File: config.mk
export PLATFORM = sky130hd
export DESIGN_NAME = lbus_port
export DESIGN_NICKNAME = d
export VERILOG_FILES = /design/src/hw/lbus_pkg.sv /design/src/hw/lbus_lanes.sv /design/src/hw/lbus_port.sv /design/src/hw/lbus_sync.sv
export SDC_FILE = /design/constraint.sdc
export NUM_CORES = 1
export LEC_CHECK = 0
export BUFFER_PORTS_ARGS = -buffer_cell sky130_fd_sc_hd__buf_2
export CORE_MARGIN = 5
export CORE_UTILIZATION = 50
export DETAILED_ROUTE_END_ITERATION = 6
export PLACE_DENSITY = 0.78
export SLEW_MARGIN = 10
export SYNTH_ARGS = -nofsm -noshare
export SYNTH_HDL_FRONTEND = slang
export SYNTH_HIERARCHICAL = 1
export SYNTH_SLANG_ARGS = --single-unit
File: constraint.sdc
create_clock -name clk_sys -period 2.55 [get_ports clk_sys]
set_clock_uncertainty 0.2 [all_clocks]
set_input_delay 0 -clock clk_sys [delete_from_list [all_inputs] [get_ports clk_sys]]
set_output_delay 0 -clock clk_sys [all_outputs]
set_load 0.005 [all_outputs]
File: src/hw/lbus_pkg.sv
// constants and types for the multiplexed local bus processor port
//
// Behaviour
// - address on the shared lines in the address state, data in later states
// - lowest address bit low in the address state for a lower-byte transfer
// - shared lines float during interrupt acknowledge and hold
// - memory cycles show the four top address bits in the address state
// - I/O cycles hold the four upper lines low in the address state
// - upper lines carry status in the second, third, wait and fourth states
// - interrupt-enable status line follows the enable flag in second, third, wait and fourth states
// - segment code on two status lines, top status line always zero
// - upper address/status lines float during hold
// - high-byte enable low in the address state when the upper byte moves
// - high-byte enable and lowest address bit encode word, odd, even, none; the code never drives the none pair (1/1)
// - high-byte status driven in second, third and fourth states
// - high-byte enable/status pin floats during hold
// - high-byte enable low in the address state of the first acknowledge
// - read strobe marks a read, memory or I/O per its status line
// - read strobe low in second, third and wait states of every read
// - read strobe stays high until the shared lines stop driving address
// - read strobe floats during hold
package lbus_pkg;

  // ---------------------------------------------------------------
  // cycle kinds and segment codes
  // ---------------------------------------------------------------
  typedef enum logic [1:0] {
    KIND_READ,
    KIND_WRITE,
    KIND_INTA
  } cycle_kind_t;

  localparam logic [1:0] SEG_ALT_DATA = 2'h0;
  localparam logic [1:0] SEG_STACK    = 2'h1;
  localparam logic [1:0] SEG_CODE     = 2'h2;
  localparam logic [1:0] SEG_DATA     = 2'h3;

  // ---------------------------------------------------------------
  // field positions on the upper lines and fixed pin values
  // ---------------------------------------------------------------
  localparam int          UP_TOP      = 3;
  localparam int          UP_IE       = 2;
  localparam logic        TOP_STATUS  = 1'b0;
  localparam logic [3:0]  IO_UPPER    = 4'h0;
  localparam logic [15:0] AD_RESET    = 16'h0000;
  localparam logic [3:0]  UP_RESET    = 4'h0;
  localparam logic        STROBE_IDLE = 1'b1;
  localparam logic        MIO_MEMORY  = 1'b1;
  localparam logic        MIO_IO      = 1'b0;

  // ---------------------------------------------------------------
  // one request from the core side
  // ---------------------------------------------------------------
  typedef struct packed {
    cycle_kind_t kind;        // read, write or acknowledge
    logic        is_io;       // i/o space instead of memory
    logic        word;        // whole word instead of one byte
    logic        inta_first;  // first of the two acknowledge cycles
    logic [1:0]  seg;         // segment code shown as status
    logic [19:0] addr;        // full address
    logic [15:0] wdata;       // write data
  } bus_req_t;

endpackage

File: src/hw/lbus_lanes.sv
// byte lane encoding for the high-byte enable and lowest address bit
`timescale 1ns/1ns
`default_nettype none
module lbus_lanes
  import lbus_pkg::*;
(
  input  wire logic     word,       // whole word transfer
  input  wire logic     odd,        // byte at odd address
  input  wire logic     inta,       // acknowledge cycle
  input  wire logic     inta_first, // first acknowledge cycle
  output logic          bhe_n,      // high-byte enable, active low
  output logic          a0          // lowest address bit
);

  // word 0/0, odd byte 0/1, even byte 1/0
  always_comb begin
    if (inta) begin
      bhe_n = !inta_first;
      a0    = 1'b0;
    end else if (word) begin
      bhe_n = 1'b0;
      a0    = 1'b0;
    end else begin
      bhe_n = !odd;
      a0    = odd;
    end
  end

endmodule
`default_nettype wire

File: src/hw/lbus_port.sv
// processor side of the time-multiplexed local bus
`timescale 1ns/1ns
`default_nettype none
module lbus_port
  import lbus_pkg::*;
(
  input  wire logic        clk_sys,      // 25 MHz system clock
  input  wire logic        rst_b,        // async reset, active low
  // core side
  input  wire bus_req_t    req,          // request fields
  input  wire logic        req_valid,    // request present
  output var  logic        req_ready,    // port idle, takes request
  input  wire logic        ie_flag,      // interrupt enable flag
  output var  logic        done,         // one-cycle end of cycle
  output var  logic [15:0] rdata,        // read or vector data
  output var  logic        hold_ack,     // bus granted away
  // pins
  input  wire logic [15:0] ad_in,        // shared_addr_data_lines in
  output var  logic [15:0] ad_out,       // shared_addr_data_lines out
  output var  logic        ad_oe,        // shared lines driven
  output var  logic [3:0]  up_out,       // top, int_flag, seg high, seg low
  output var  logic        up_oe,        // upper lines driven
  output var  logic        high_byte_enable_status, // enable in T1, status later
  output var  logic        hbe_oe,       // high-byte pin driven
  output var  logic        rd_n,         // read strobe, active low
  output var  logic        rd_oe,        // read strobe driven
  output var  logic        memory_io_status_line, // high memory, low i/o
  output var  logic        mio_oe,       // memory/io line driven
  input  wire logic        ready_pin,    // ready from addressed device
  input  wire logic        hold_pin      // hold request from another master
);

  // ---------------------------------------------------------------
  // pin synchronisers
  // ---------------------------------------------------------------
  typedef enum logic [2:0] {
    ST_IDLE,
    ST_T1,
    ST_T2,
    ST_T3,
    ST_TW,
    ST_T4,
    ST_HOLD
  } state_t;

  state_t      state;
  state_t      next_state;
  bus_req_t    cur;
  bus_req_t    src;
  logic        ready_s;
  logic        hold_s;
  logic [15:0] ad_s;
  logic        take;
  logic        lane_bhe_n;
  logic        lane_a0;
  logic        src_inta;
  logic        src_read;
  logic        in_status;

  lbus_sync #(.W(1)) u_ready (
    .clk_sys (clk_sys),
    .rst_b   (rst_b),
    .d       (ready_pin),
    .q       (ready_s)
  );

  lbus_sync #(.W(1)) u_hold (
    .clk_sys (clk_sys),
    .rst_b   (rst_b),
    .d       (hold_pin),
    .q       (hold_s)
  );

  // data pins pass two flops, so the value taken in T4 was on the pins two cycles before T4
  lbus_sync #(.W(16)) u_data (
    .clk_sys (clk_sys),
    .rst_b   (rst_b),
    .d       (ad_in),
    .q       (ad_s)
  );

  // ---------------------------------------------------------------
  // cycle sequencing
  // ---------------------------------------------------------------
  assign take     = req_valid && req_ready;
  assign src      = (state == ST_IDLE) ? req : cur;
  assign src_inta = (src.kind == KIND_INTA);
  assign src_read = (src.kind == KIND_READ);

  lbus_lanes u_lanes (
    .word       (src.word),
    .odd        (src.addr[0]),
    .inta       (src_inta),
    .inta_first (src.inta_first),
    .bhe_n      (lane_bhe_n),
    .a0         (lane_a0)
  );

  // a taken request beats a hold arriving in the same cycle
  always_comb begin
    next_state = state;
    case (state)
      ST_IDLE: begin
        if (take) begin
          next_state = ST_T1;
        end else if (hold_s) begin
          next_state = ST_HOLD;
        end
      end
      ST_T1:   next_state = ST_T2;
      ST_T2:   next_state = ST_T3;
      ST_T3, ST_TW: begin
        next_state = ready_s ? ST_T4 : ST_TW;
      end
      ST_T4:   next_state = ST_IDLE;
      ST_HOLD: begin
        if (!hold_s) begin
          next_state = ST_IDLE;
        end
      end
      default: next_state = ST_IDLE;
    endcase
  end

  assign in_status = (next_state == ST_T2) || (next_state == ST_T3) ||
                     (next_state == ST_TW) || (next_state == ST_T4);

  // state register
  always_ff @(posedge clk_sys or negedge rst_b) begin
    if (!rst_b) begin
      state <= ST_IDLE;
    end else begin
      state <= next_state;
    end
  end

  // request latch, held for the whole cycle
  always_ff @(posedge clk_sys or negedge rst_b) begin
    if (!rst_b) begin
      cur <= '0;
    end else if (take) begin
      cur <= req;
    end
  end

  // core handshake, registered so it is clean at the port
  always_ff @(posedge clk_sys or negedge rst_b) begin
    if (!rst_b) begin
      req_ready <= 1'b0;
      hold_ack  <= 1'b0;
      done      <= 1'b0;
    end else begin
      req_ready <= (next_state == ST_IDLE);
      hold_ack  <= (next_state == ST_HOLD);
      done      <= (state == ST_T4);
    end
  end

  // read data: synchronised value seen during T4
  always_ff @(posedge clk_sys or negedge rst_b) begin
    if (!rst_b) begin
      rdata <= AD_RESET;
    end else if (state == ST_T4 && cur.kind != KIND_WRITE) begin
      rdata <= ad_s;
    end
  end

  // ---------------------------------------------------------------
  // shared address/data lines
  // ---------------------------------------------------------------
  // address in T1, write data after; read and acknowledge float
  always_ff @(posedge clk_sys or negedge rst_b) begin
    if (!rst_b) begin
      ad_out <= AD_RESET;
      ad_oe  <= 1'b0;
    end else if (next_state == ST_T1) begin
      ad_out <= {src.addr[15:1], lane_a0};
      ad_oe  <= !src_inta;
    end else if (in_status && src.kind == KIND_WRITE) begin
      ad_out <= src.wdata;
      ad_oe  <= 1'b1;
    end else begin
      ad_out <= AD_RESET;
      ad_oe  <= 1'b0;
    end
  end

  // ---------------------------------------------------------------
  // upper address/status lines
  // ---------------------------------------------------------------
  // address bits or zero in T1, status after; enable flag in each status clock, zero when idle
  always_ff @(posedge clk_sys or negedge rst_b) begin
    if (!rst_b) begin
      up_out <= UP_RESET;
      up_oe  <= 1'b0;
    end else if (next_state == ST_T1) begin
      up_out <= src.is_io ? IO_UPPER : src.addr[19:16];
      up_oe  <= 1'b1;
    end else if (in_status) begin
      up_out <= {TOP_STATUS, ie_flag, src.seg};
      up_oe  <= 1'b1;
    end else begin
      up_out <= UP_RESET;
      up_oe  <= (next_state != ST_HOLD);
    end
  end

  // ---------------------------------------------------------------
  // high-byte enable/status pin
  // ---------------------------------------------------------------
  // status keeps the enable value so a late latch still sees it
  always_ff @(posedge clk_sys or negedge rst_b) begin
    if (!rst_b) begin
      high_byte_enable_status <= STROBE_IDLE;
      hbe_oe                  <= 1'b0;
    end else if (next_state == ST_T1) begin
      high_byte_enable_status <= lane_bhe_n;
      hbe_oe                  <= 1'b1;
    end else if (in_status) begin
      high_byte_enable_status <= high_byte_enable_status;
      hbe_oe                  <= 1'b1;
    end else begin
      high_byte_enable_status <= STROBE_IDLE;
      hbe_oe                  <= (next_state != ST_HOLD);
    end
  end

  // ---------------------------------------------------------------
  // read strobe and memory/io line
  // ---------------------------------------------------------------
  // strobe falls on the same edge that floats the address
  always_ff @(posedge clk_sys or negedge rst_b) begin
    if (!rst_b) begin
      rd_n  <= STROBE_IDLE;
      rd_oe <= 1'b0;
    end else begin
      rd_n  <= !(src_read && (next_state == ST_T2 || next_state == ST_T3 ||
                               next_state == ST_TW));
      rd_oe <= (next_state != ST_HOLD);
    end
  end

  // memory or i/o for the cycle under way
  always_ff @(posedge clk_sys or negedge rst_b) begin
    if (!rst_b) begin
      memory_io_status_line <= MIO_MEMORY;
      mio_oe                <= 1'b0;
    end else begin
      if (next_state == ST_T1 || in_status) begin
        memory_io_status_line <= src.is_io ? MIO_IO : MIO_MEMORY;
      end else begin
        memory_io_status_line <= MIO_MEMORY;
      end
      mio_oe <= (next_state != ST_HOLD);
    end
  end

  // ---------------------------------------------------------------
  // checks
  // ---------------------------------------------------------------
  property p_addr_t1;
    @(posedge clk_sys) disable iff (!rst_b)
    (state == ST_T1 && cur.kind != KIND_INTA) |->
      ad_oe && ad_out[15:1] == cur.addr[15:1];
  endproperty
  a_addr_t1: assert property (p_addr_t1) else $error("address missing in T1");

  property p_low_byte;
    @(posedge clk_sys) disable iff (!rst_b)
    (state == ST_T1 && cur.kind != KIND_INTA && !cur.word && !cur.addr[0])
      |-> !ad_out[0] && high_byte_enable_status;
  endproperty
  a_low_byte: assert property (p_low_byte) else $error("even byte lanes wrong");

  property p_float_inta;
    @(posedge clk_sys) disable iff (!rst_b)
    (state != ST_IDLE && state != ST_HOLD && cur.kind == KIND_INTA) |-> !ad_oe;
  endproperty
  a_float_inta: assert property (p_float_inta) else $error("shared lines driven in ack");

  property p_upper_t1;
    @(posedge clk_sys) disable iff (!rst_b)
    (state == ST_T1) |->
      up_oe && up_out == (cur.is_io ? IO_UPPER : cur.addr[19:16]);
  endproperty
  a_upper_t1: assert property (p_upper_t1) else $error("upper lines wrong in T1");

  property p_status;
    @(posedge clk_sys) disable iff (!rst_b)
    (state inside {ST_T2, ST_T3, ST_TW, ST_T4}) |->
      up_out[UP_TOP] == TOP_STATUS && up_out[1:0] == cur.seg &&
      up_out[UP_IE] == $past(ie_flag);
  endproperty
  a_status: assert property (p_status) else $error("status lines wrong");

  property p_hold_float;
    @(posedge clk_sys) disable iff (!rst_b)
    (state == ST_HOLD) |-> !ad_oe && !up_oe && !hbe_oe && !rd_oe && hold_ack;
  endproperty
  a_hold_float: assert property (p_hold_float) else $error("pin driven in hold");

  property p_first_ack;
    @(posedge clk_sys) disable iff (!rst_b)
    (state == ST_T1 && cur.kind == KIND_INTA && cur.inta_first) |->
      !high_byte_enable_status ##1 (hbe_oe && !high_byte_enable_status);
  endproperty
  a_first_ack: assert property (p_first_ack) else $error("first ack enable high");

  property p_read_low;
    @(posedge clk_sys) disable iff (!rst_b)
    (state inside {ST_T2, ST_T3, ST_TW} && cur.kind == KIND_READ) |-> !rd_n;
  endproperty
  a_read_low: assert property (p_read_low) else $error("read strobe not low");

  property p_read_float;
    @(posedge clk_sys) disable iff (!rst_b)
    !rd_n |-> !ad_oe && state != ST_T1;
  endproperty
  a_read_float: assert property (p_read_float) else $error("read while address driven");

  property p_sequence;
    @(posedge clk_sys) disable iff (!rst_b)
    (state == ST_T1) |=> (state == ST_T2) ##1 (state == ST_T3);
  endproperty
  a_sequence: assert property (p_sequence) else $error("T1 T2 T3 order broken");

  // ready as seen in the waiting cycle decides, not its value one cycle on
  property p_wait;
    @(posedge clk_sys) disable iff (!rst_b)
    (state inside {ST_T3, ST_TW}) |=> (state inside {ST_T4, ST_TW}) &&
      ((state == ST_T4) == $past(ready_s));
  endproperty
  a_wait: assert property (p_wait) else $error("wait state handling wrong");

  // status on the high-byte pin repeats the enable through the cycle
  property p_hbe_status;
    @(posedge clk_sys) disable iff (!rst_b)
    (state inside {ST_T2, ST_T3, ST_TW, ST_T4}) |->
      hbe_oe && (high_byte_enable_status == $past(high_byte_enable_status));
  endproperty
  a_hbe_status: assert property (p_hbe_status) else $error("high-byte status lost");

  // memory/io line names the space of the cycle under way
  property p_mio;
    @(posedge clk_sys) disable iff (!rst_b)
    (state inside {ST_T1, ST_T2, ST_T3, ST_TW, ST_T4}) |->
      mio_oe && (memory_io_status_line == (cur.is_io ? MIO_IO : MIO_MEMORY));
  endproperty
  a_mio: assert property (p_mio) else $error("memory/io line wrong");

endmodule
`default_nettype wire

File: src/hw/lbus_sync.sv
// two-flop synchroniser for pin inputs
`timescale 1ns/1ns
`default_nettype none
module lbus_sync #(
  parameter int W = 1
) (
  input  wire logic         clk_sys, // system clock
  input  wire logic         rst_b,   // async reset, active low
  input  wire logic [W-1:0] d,       // asynchronous pin level
  output var  logic [W-1:0] q        // level safe to use
);

  logic [W-1:0] meta;

  // first flop feeds only the second
  always_ff @(posedge clk_sys or negedge rst_b) begin
    if (!rst_b) begin
      meta <= '0;
      q    <= '0;
    end else begin
      meta <= d;
      q    <= meta;
    end
  end

endmodule
`default_nettype wire

==> Word level (Yosys, flattened, before mapping) <==
Cells that the tools add are included.
{ "op_classes": {"eq_ne": 17, "muxes": 23, "reduce_logical": 16} }
{ "ops": {"columns": ["cell", "count"], "rows": [
  ["two-way mux 43 bit", 1],
  ["two-way mux 16 bit", 2],
  ["== test 3 bit (second input constant)", 6],
  ["one-hot mux 3 bit (5 select lines)", 1],
  ["two-way mux 1 bit", 13],
  ["== test 3 x 2 -> 1 bit (second input constant)", 4],
  ["two-way mux 3 bit", 4],
  ["two-way mux 4 bit", 2],
  ["== test 3 x 1 -> 1 bit (second input constant)", 2],
  ["logical NOT 3 bit", 2],
  ["logical AND 1 bit", 4],
  ["logical NOT 1 bit", 4],
  ["logical OR 1 bit", 4],
  ["!= test 2 x 1 -> 1 bit (second input constant)", 2],
  ["!= test 3 bit (second input constant)", 1],
  ["== test 2 x 1 -> 1 bit (second input constant)", 1],
  ["== test 2 bit (second input constant)", 1],
  ["logical NOT 2 bit", 1],
  ["OR reduction 2 bit", 1]
]} }
{ "word_totals": {"register_bits": 127, "inputBits": 65, "output_inout_bits": 47} }

==> Longest topological paths before layout <==
Gate-level depths: netlist of the first run.
{ "logic_depth": {"ltp_word": 10, "mapped_depth": 10, "depth_no_buf": 8} }

==> Cells and area by module <==
The synthesis of the first run kept the hierarchy.
{ "modules_own_cells": {"columns": ["module", "instances", "cells_each", "area_per_inst_um2"], "rows": [
  ["lbus_port", 1, 211, 2884.0],
  ["lbus_sync at u_data", 1, 32, 800.8],
  ["lbus_sync at u_hold ...", 2, 2, 50.0],
  ["lbus_lanes", 1, 3, 21.3]
]} }

==> Worst setup path before layout of the first run <==
No wires, ideal clock.
{ "synth_path": {"path_kind": "reg2reg", "startpoint": "register state[0]", "endpoint": "register high_byte_enable_status", "setup_time_ns": 0.073, "arrival_ns": 1.723, "t_required_ns": 2.277, "slack_ns": 0.554, "stages_incl_launch_ff": 11, "n_path_buf": 2, "cell_sequence": "dfrtp_1 -> clkbuf_1 -> nor3_1 -> buf_2 -> nand2_1 -> o31ai_1 -> nand2b_1 -> o31ai_1 -> nor2_1 -> o2bb2ai_1 -> a21oi_1"} }
{ "synth_between": {"word_cells_on_any_way": 27} }
{ "synth_rtl": {"columns": ["element", "line", "source"], "rows": [
  ["start, declared", "lbus_port.sv:46", "state_t state;"],
  ["start signal, assigned", "lbus_port.sv:133", "state <= next_state;"],
  ["logical NOT 3 bit", "lbus_port.sv:86", "assign src = (state == ST_IDLE) ? req : cur;"],
  ["two-way mux 43 bit", "lbus_port.sv:86", null],
  ["== test 2 bit", "lbus_port.sv:87", "assign src_inta = (src.kind == KIND_INTA);"],
  ["named net src_inta", "lbus_port.sv:56", "logic src_inta;"],
  ["two-way mux 1 bit", "lbus_lanes.sv:17", "if (inta) begin"],
  ["named net lane_bhe_n", "lbus_port.sv:54", "logic lane_bhe_n;"],
  ["two-way mux 1 bit", "lbus_port.sv:216", "end else if (next_state == ST_T1) begin"],
  ["end signal, assigned", "lbus_port.sv:217", "high_byte_enable_status <= lane_bhe_n;"],
  ["end signal, assigned", "lbus_port.sv:220", "high_byte_enable_status <= high_byte_enable_status;"],
  ["end, declared", "lbus_port.sv:23", "output var logic high_byte_enable_status,"]
]} }
The timed path passes the listed nets, and every way through them passes these cells.
A chain may end at the register's enable or synchronous reset.

==> Final worst setup path of the first run <==
{ "layout_path": {"startpoint": "register req_ready", "endpoint": "register cur[42] in the netlist's numbering"} }
{ "layout_between": {"elab_chain_cells": 1} }
{ "layout_rtl": {"columns": ["element", "line", "source"], "rows": [
  ["start, declared", "lbus_port.sv:12", "output var logic req_ready,"],
  ["start signal, assigned", "lbus_port.sv:153", "req_ready <= (next_state == ST_IDLE);"],
  ["logical AND 1 bit", "lbus_port.sv:85", "assign take = req_valid && req_ready;"],
  ["end signal, assigned", "lbus_port.sv:142", "cur <= req;"],
  ["end, declared", "lbus_port.sv:48", "bus_req_t cur;"]
]} }
No other way between the ends.

==> impl_metrics.tcl, run 1 <==
set metrics [dict create \
    hold_viol_final 0 \
    hold_ws_ns 0.0231 \
    crit_top_cell "dlygate4sd3_1" \
    cts-htree-levels 3 \
    core_region_area_mm2 0.00733 \
    tightest_slew_ns 0.648 \
    ys_warn_count 6 \
    antenna_left 0 \
    synthCells 250 \
    grt_max_degree 94 \
    synthToLayoutAreaGrowth_pct 39.3 \
    worstSetupPathType "reg -> reg" \
    n_antenna_cell 0 \
    crit_buf_inv 2 \
    crit_slowest_cell "dlygate4sd3_1" \
    num_rows 31 \
    drt_pass1_iterations 4 \
    cts_setup_buffers 0 \
    syn_area_per_cell_um2 15.2 \
    outcome "complete, no violations" \
    initial_core_util_pct 51.9 \
    portBuffers 111 \
    nets 492 \
    cts_tree "yes" \
    crit_chain "and2_2 -> nand2_1 -> dlygate4sd3_1 -> o21ai_0 -> dlygate4sd3_1" \
    synth-seq-cells 108 \
    top_usage_layer "met2" \
    clock_path_buffers 2 \
    rr_worst_depth 5 \
    fin_crit_ns 2.27 \
    rr_endpoint "cur[42]$_DFFE_PN0P_" \
    clk_pin_slew_ns 0.10 \
    drive_gt1_share_pct 41.0 \
    clock-sinks 108 \
    grt_usage_pct 19.1 \
    critPathCaptureType "flop" \
    synth_area_mm2 0.00381 \
    gr-usage-met1_pct 23.9 \
    worstPathMaxFanout 9 \
    grt_pass1_vias 2926 \
    hp-class "in -> async" \
    max_freq_mhz 440 \
    grt_pass1_wl_um 14500 \
    wl_per_cell_um 16.0 \
    grt.overflow.total 0 \
    antenna_found_initial 0 \
    use_met2_pct 31.8 \
    setup_violations 0 \
    hpwl_um 5190 \
    max-cap-violations 0 \
    cts_resized 0 \
    viasPerCell 4.98 \
    drt_iter0_markers 96 \
    met3_usage_pct 6.32 \
    synthDistinctLibCells 32 \
    numCtsBuffers 9 \
    slew_headroom_pct 56.7 \
    ir_worst_vdd_mv 0.555 \
    slew_violations 0 \
    p_total_uw 5220 \
    final.period_utilization_pct 89.1 \
    drc 0 \
    r2r-start "req_ready$_DFF_PN0_" \
    grt_setup_unrepaired "false" \
    cts_hold_buf 67 \
    worstPathArrival_ns 2.32 \
    die-area_mm2 0.00946 \
    cts_root_buf "clkbuf_8" \
    path_delay_family "buffers and inverters" \
    required_ns 2.60 \
    via_count 2646 \
    critPathMaxStageDelay_ns 0.56 \
    insertion_delay_ns 0.36 \
    ys_seq_area_share_pct 71.1 \
    place_congestion 0.774 \
    cp-start-kind "flop" \
    dieHeight_um 97.3 \
    wirelength_um 8490 \
    dieWidth_um 97.3 \
    power.density_mw_per_mm2 985 \
    syn-num-nets 315 \
    rrSetupSlack_ns 0.28 \
    leakagePower_uw 0.00251 \
    ios 112 \
    finalSetupTns_ns 0 \
]
-- metal layers --
layer,vias up,wire length (µm)
met4,0,111
met2,101,4160
met3,10,620
li1,1234,-
met5,-,0
met1,1301,3600
-- worst reg2reg max path, stage by stage (launching register included) --
cell           delay, ns
dfrtp_1             0.43
and2_2              0.26
nand2_1             0.10
dlygate4sd3_1       0.55
o21ai_0             0.07
dlygate4sd3_1       0.56
-- cells by family after synthesis --
group	Yosys count	synth area share, %
compound gates	42	9.04
mux	38	11.2
simple gates	38	5.33
flops	108	71.1
buf+inv	24	3.29
-- sequential cells by signal, indices dropped and copies added, names as in the netlist, 3 cells and up --
| name | flops |
|---|---|
| u_data/meta | 16 |
| cur | 24 |
| ad_out | 16 |
| up_out | 4 |
| u_data/q | 16 |
| rdata | 16 |
| state | 3 |
-- cells in the mapped netlist --
library cell    n  area share [%]
dfrtp_1       105              69
mux2_2         38              11
a32o_1         16             4.2
nand2_1        15             1.5
buf_2           7            0.92
inv_1           7            0.69
a21oi_1         5            0.66
a22o_1          5             1.2
clkbuf_1        5            0.49
o21ai_0         5            0.66
and2_1          4            0.66
nor3b_1         4            0.79
buf_4           3            0.59
dfstp_2         3             2.1
nor2b_1         3            0.49
nor3_1          3            0.39
o31ai_1         3            0.59
or3_1           3            0.49
buf_6           2            0.59
nor2_1          2            0.20
a21boi_2        1            0.30
a221o_1         1            0.26
a31oi_1         1            0.16
a32oi_1         1            0.23
and3b_1         1            0.23
and4_4          1            0.30
nand2b_1        1            0.16
nand3_1         1            0.13
o21bai_1        1            0.20
o221ai_1        1            0.23
o22ai_1         1            0.16
o2bb2ai_1       1            0.23
-- layout by cell type (no fill, tap or decap), drive strengths merged, types with 4 or more instances in the layout --
cell / n
a21oi: 5
a22o: 5
a32o: 16
and2: 4
buf: 116
clkbuf: 10
dfrtp: 105
dlygate4sd3: 67
inv: 9
mux2: 38
nand2: 15
nor3b: 4
o21ai: 5
-- metrics by stage --
step | std cells | cell area, µm² | worst slack, ns | utilization [%]
finish | 531 | 5300 | 0.279 | 72.3
global route | 531 | 5300 | 0.199 | 72.3
CTS | 531 | 5300 | 0.324 | 72.3
detailed placement | 448 | 4450 | 0.476 | 60.6
global placement | 448 | 4450 | 0.561 | 60.6
floorplan | 250 | 3810 | 0.554 | -
-- worst max path at each step --
stage                        start                                  end  slack, ns  depth (start not counted)
2_1_floorplan   state[0]$_DFF_PN0_  high_byte_enable_status$_DFFE_PN1P_       0.55                         10
3_3_place_gp    state[2]$_DFF_PN0_  high_byte_enable_status$_DFFE_PN1P_       0.56                          7
3_5_place_dp    state[2]$_DFF_PN0_  high_byte_enable_status$_DFFE_PN1P_       0.48                          7
4_1_cts        req_ready$_DFF_PN0_                  cur[42]$_DFFE_PN0P_       0.32                          5
5_1_grt        req_ready$_DFF_PN0_                  cur[42]$_DFFE_PN0P_       0.20                          5
6_report       req_ready$_DFF_PN0_                  cur[42]$_DFFE_PN0P_       0.28                          5
-- cell type report --
class / instances / area (µm²)
inverters: 7 / 26.3
clock inverters: 6 / 46.3
fillers: 468 / 2030
flip-flops and latches: 108 / 2710
multi-input cells: 118 / 981
clock buffers: 10 / 138
repair buffers: 183 / 1280
well taps: 99 / 124
-- report_power, final --
group	internal, µW	switching [µW]	leakage [µW]	total [µW]
registers	2270	315	0.00131	2580
clock network	391	564	0.0000946	955
logic	909	777	0.00111	1690
(Power assumes the default switching activity.)
==> inputs of run 2 (changes only) <==
--- a/config.mk
+++ b/config.mk
@@ -5,11 +5,12 @@
 export SDC_FILE = /design/constraint.sdc
 export NUM_CORES = 1
 export LEC_CHECK = 0
+export ABC_AREA = 1
 export BUFFER_PORTS_ARGS = -buffer_cell sky130_fd_sc_hd__buf_2
 export CORE_MARGIN = 5
-export CORE_UTILIZATION = 50
+export CORE_UTILIZATION = 54
 export DETAILED_ROUTE_END_ITERATION = 6
-export PLACE_DENSITY = 0.78
+export PLACE_DENSITY = 0.8
 export SLEW_MARGIN = 10
 export SYNTH_ARGS = -nofsm -noshare
 export SYNTH_HDL_FRONTEND = slang
==> run 2 against run 1 <==
Against the previous run:
- first-iteration DRC count increased to 3.0 times the previous value
- global-route usage up 4.9 points
- sequential share of layout area down 6.8 points
- routed wire length grew 50%
- critical endpoint is now cur[40]$_DFFE_PN0P_
==> impl_metrics.tcl, run 2 <==
set metrics [dict create \
    n_antenna_cell 0 \
    num_rows 35 \
    grt_usage_pct 24.0 \
    hold_viol_final 0 \
    grt_max_degree 72 \
    critPathCaptureType "flop" \
    tightest_slew_ns 1.05 \
    yosys-top-cells-count "nand2_1 (141), dfrtp_1 (124), o21ai_0 (85)" \
    grt.overflow.total 0 \
    worstPathMaxFanout 13 \
    clock_path_buffers 2 \
    final_cell_mix "nand2_1 (140), dfrtp_1 (124), buf_2 (110), dlygate4sd3_1 (94), o21ai_0 (85)" \
    syn_area_per_cell_um2 9.99 \
    yosys-top-cells-area "dfrtp_1 (62%), nand2_1 (11%), o21ai_0 (8.5%), inv_1 (4.2%), mux2_4 (3.0%)" \
    cts_tree "yes" \
    synthCells 501 \
    final.period_utilization_pct 92.0 \
    drive_gt1_share_pct 25.7 \
    portBuffers 111 \
    worstSetupPathType "reg -> reg" \
    synth_edf_count 0 \
    stdcell_count 831 \
    synth-seq-cells 127 \
    grt_pass1_vias 4323 \
    largest_reg_flops 43 \
    synth_top_cell_area_share_pct 62.0 \
    dieWidth_um 106 \
    nets 772 \
    via_count 4223 \
    wirelength_um 12700 \
    insertion_delay_ns 0.51 \
    ir_worst_vdd_mv 0.710 \
    place_congestion 0.795 \
    synthDistinctLibCells 24 \
    slew_headroom_pct 29.9 \
    numCtsBuffers 17 \
    cts-htree-levels 4 \
    synth_most_common_cell "nand2_1" \
    power.density_mw_per_mm2 1160 \
    required_ns 2.74 \
    p_total_uw 8330 \
    finalSetupTns_ns 0 \
    outcome "complete, no violations" \
    ys_warn_count 6 \
    final_common_cell "nand2_1" \
    dieHeight_um 106 \
    die-area_mm2 0.0113 \
    yosys_most_used_dff "dfrtp_1" \
    yosys.area.top_type "dfrtp_1" \
    drc 0 \
    cts_setup_buffers 0 \
    cp-startpoint "req_ready$_DFF_PN0_" \
    viasPerCell 5.08 \
    clk_pin_slew_ns 0.06 \
    ios 112 \
    setup_violations 0 \
    ff_latch_area_mm2 0.00318 \
    hold_ws_ns 0.0463 \
    dpl-instance-area_mm2 0.00563 \
    r2r-start "req_ready$_DFF_PN0_" \
    hp-class "in -> reg" \
    worstPathArrival_ns 2.53 \
    max-cap-violations 0 \
    hp-start "ie_flag" \
    final_area_mm2 0.00719 \
    hpwl_um 7190 \
    antenna_found_initial 0 \
    ys_seq_area_share_pct 63.5 \
    fin_crit_ns 2.35 \
    nFillCells 559 \
    drt_iter0_markers 288 \
    max_freq_mhz 426 \
    grt_pass1_wl_um 21100 \
    drt_pass1_iterations 6 \
    clock-sinks 127 \
    dp_cells 704 \
    top_register "cur" \
    asyncSetResetFlopFracSynth_pct 100 \
    grt_setup_unrepaired "false" \
    multi_input_area_mm2 0.00147 \
    leakagePower_uw 0.00378 \
    slew_violations 0 \
    initial_core_util_pct 54.7 \
    syn-num-nets 566 \
    synthToLayoutAreaGrowth_pct 43.7 \
    antenna_left 0 \
    core_region_area_mm2 0.00915 \
    cp-start-kind "flop" \
    synth_area_mm2 0.00501 \
    cts_root_buf "clkbuf_8" \
    wl_per_cell_um 15.3 \
]
run 2: critical path, cell delays in order, from the launching register on:
cell,delay [ns]
dfrtp_1,0.40
nand2_4,0.15
inv_1,0.15
nand2_1,0.09
dlygate4sd3_1,0.56
o21ai_0,0.10
dlygate4sd3_1,0.57
run 2: final cells by class:
class | count | area share [%]
clock inverter | 13 | 2.24
timing repair buffer | 213 | 22.0
inverter | 57 | 2.97
tap | 111 | 1.93
multi-input combinational | 291 | 20.5
sequential | 127 | 44.2
clock buffer | 19 | 6.14
run 2: path summary, 6_finish.rpt:
kind	endpoint	slack, ns	cells past startpoint
worst min register to register	u_data/q[12]$_DFF_PN0_	0.14	0
worst max register to register	cur[40]$_DFFE_PN0P_	0.20	6
min in group asynchronous	high_byte_enable_status$_DFFE_PN1P_	0.42	3
worst min-delay path	up_out[2]$_DFF_PN0_	0.05	4
worst max-delay path	cur[40]$_DFFE_PN0P_	0.20	6
max in group asynchronous	rd_n$_DFF_PN1_	1.36	4
run 2: per-stage QoR:
step                utilization [%]  worst slack [ns]
finish                         78.6             0.203
global route                   78.6             0.108
CTS                            78.6             0.182
detailed placement             61.5             0.415
floorplan                         -             0.745
global placement               61.5             0.499
run 2: routing by layer:
layer  wire [µm]  up-vias  global-route usage [%]
met5           0        -                       0
met4         298        0                    10.3
met3         690       30                    5.04
met2        6480      160                    40.7
met1        5240     2031                    29.8
li1            -     2002                       -
run 2: cell families (layout without fill, tap and decap cells):
kind of cell | Yosys count | after routing | synth area share, %
AND/OR/NAND/NOR | 184 | 184 | 15.3
flip-flops | 127 | 127 | 63.5
AO/OA/AOI/OAI | 91 | 91 | 9.52
buffers and inverters | 83 | 302 | 7.25
multiplexers | 16 | 16 | 4.35
run 2: power by group:
| group | total (µW) | switching [µW] | internal (µW) | leakage, µW |
|---|---|---|---|---|
| combinational | 2830 | 1660 | 1170 | 0.00192 |
| sequential | 3080 | 359 | 2720 | 0.00156 |
| clock | 2420 | 882 | 1540 | 0.000298 |
| total | 8330 | 2900 | 5440 | 0.00378 |
run 2: what timing repair did:
action,CTS,global route
resized for setup,0,1
hold endpoints to repair,216,0
setup endpoints to repair,0,1
hold buffers,95,0
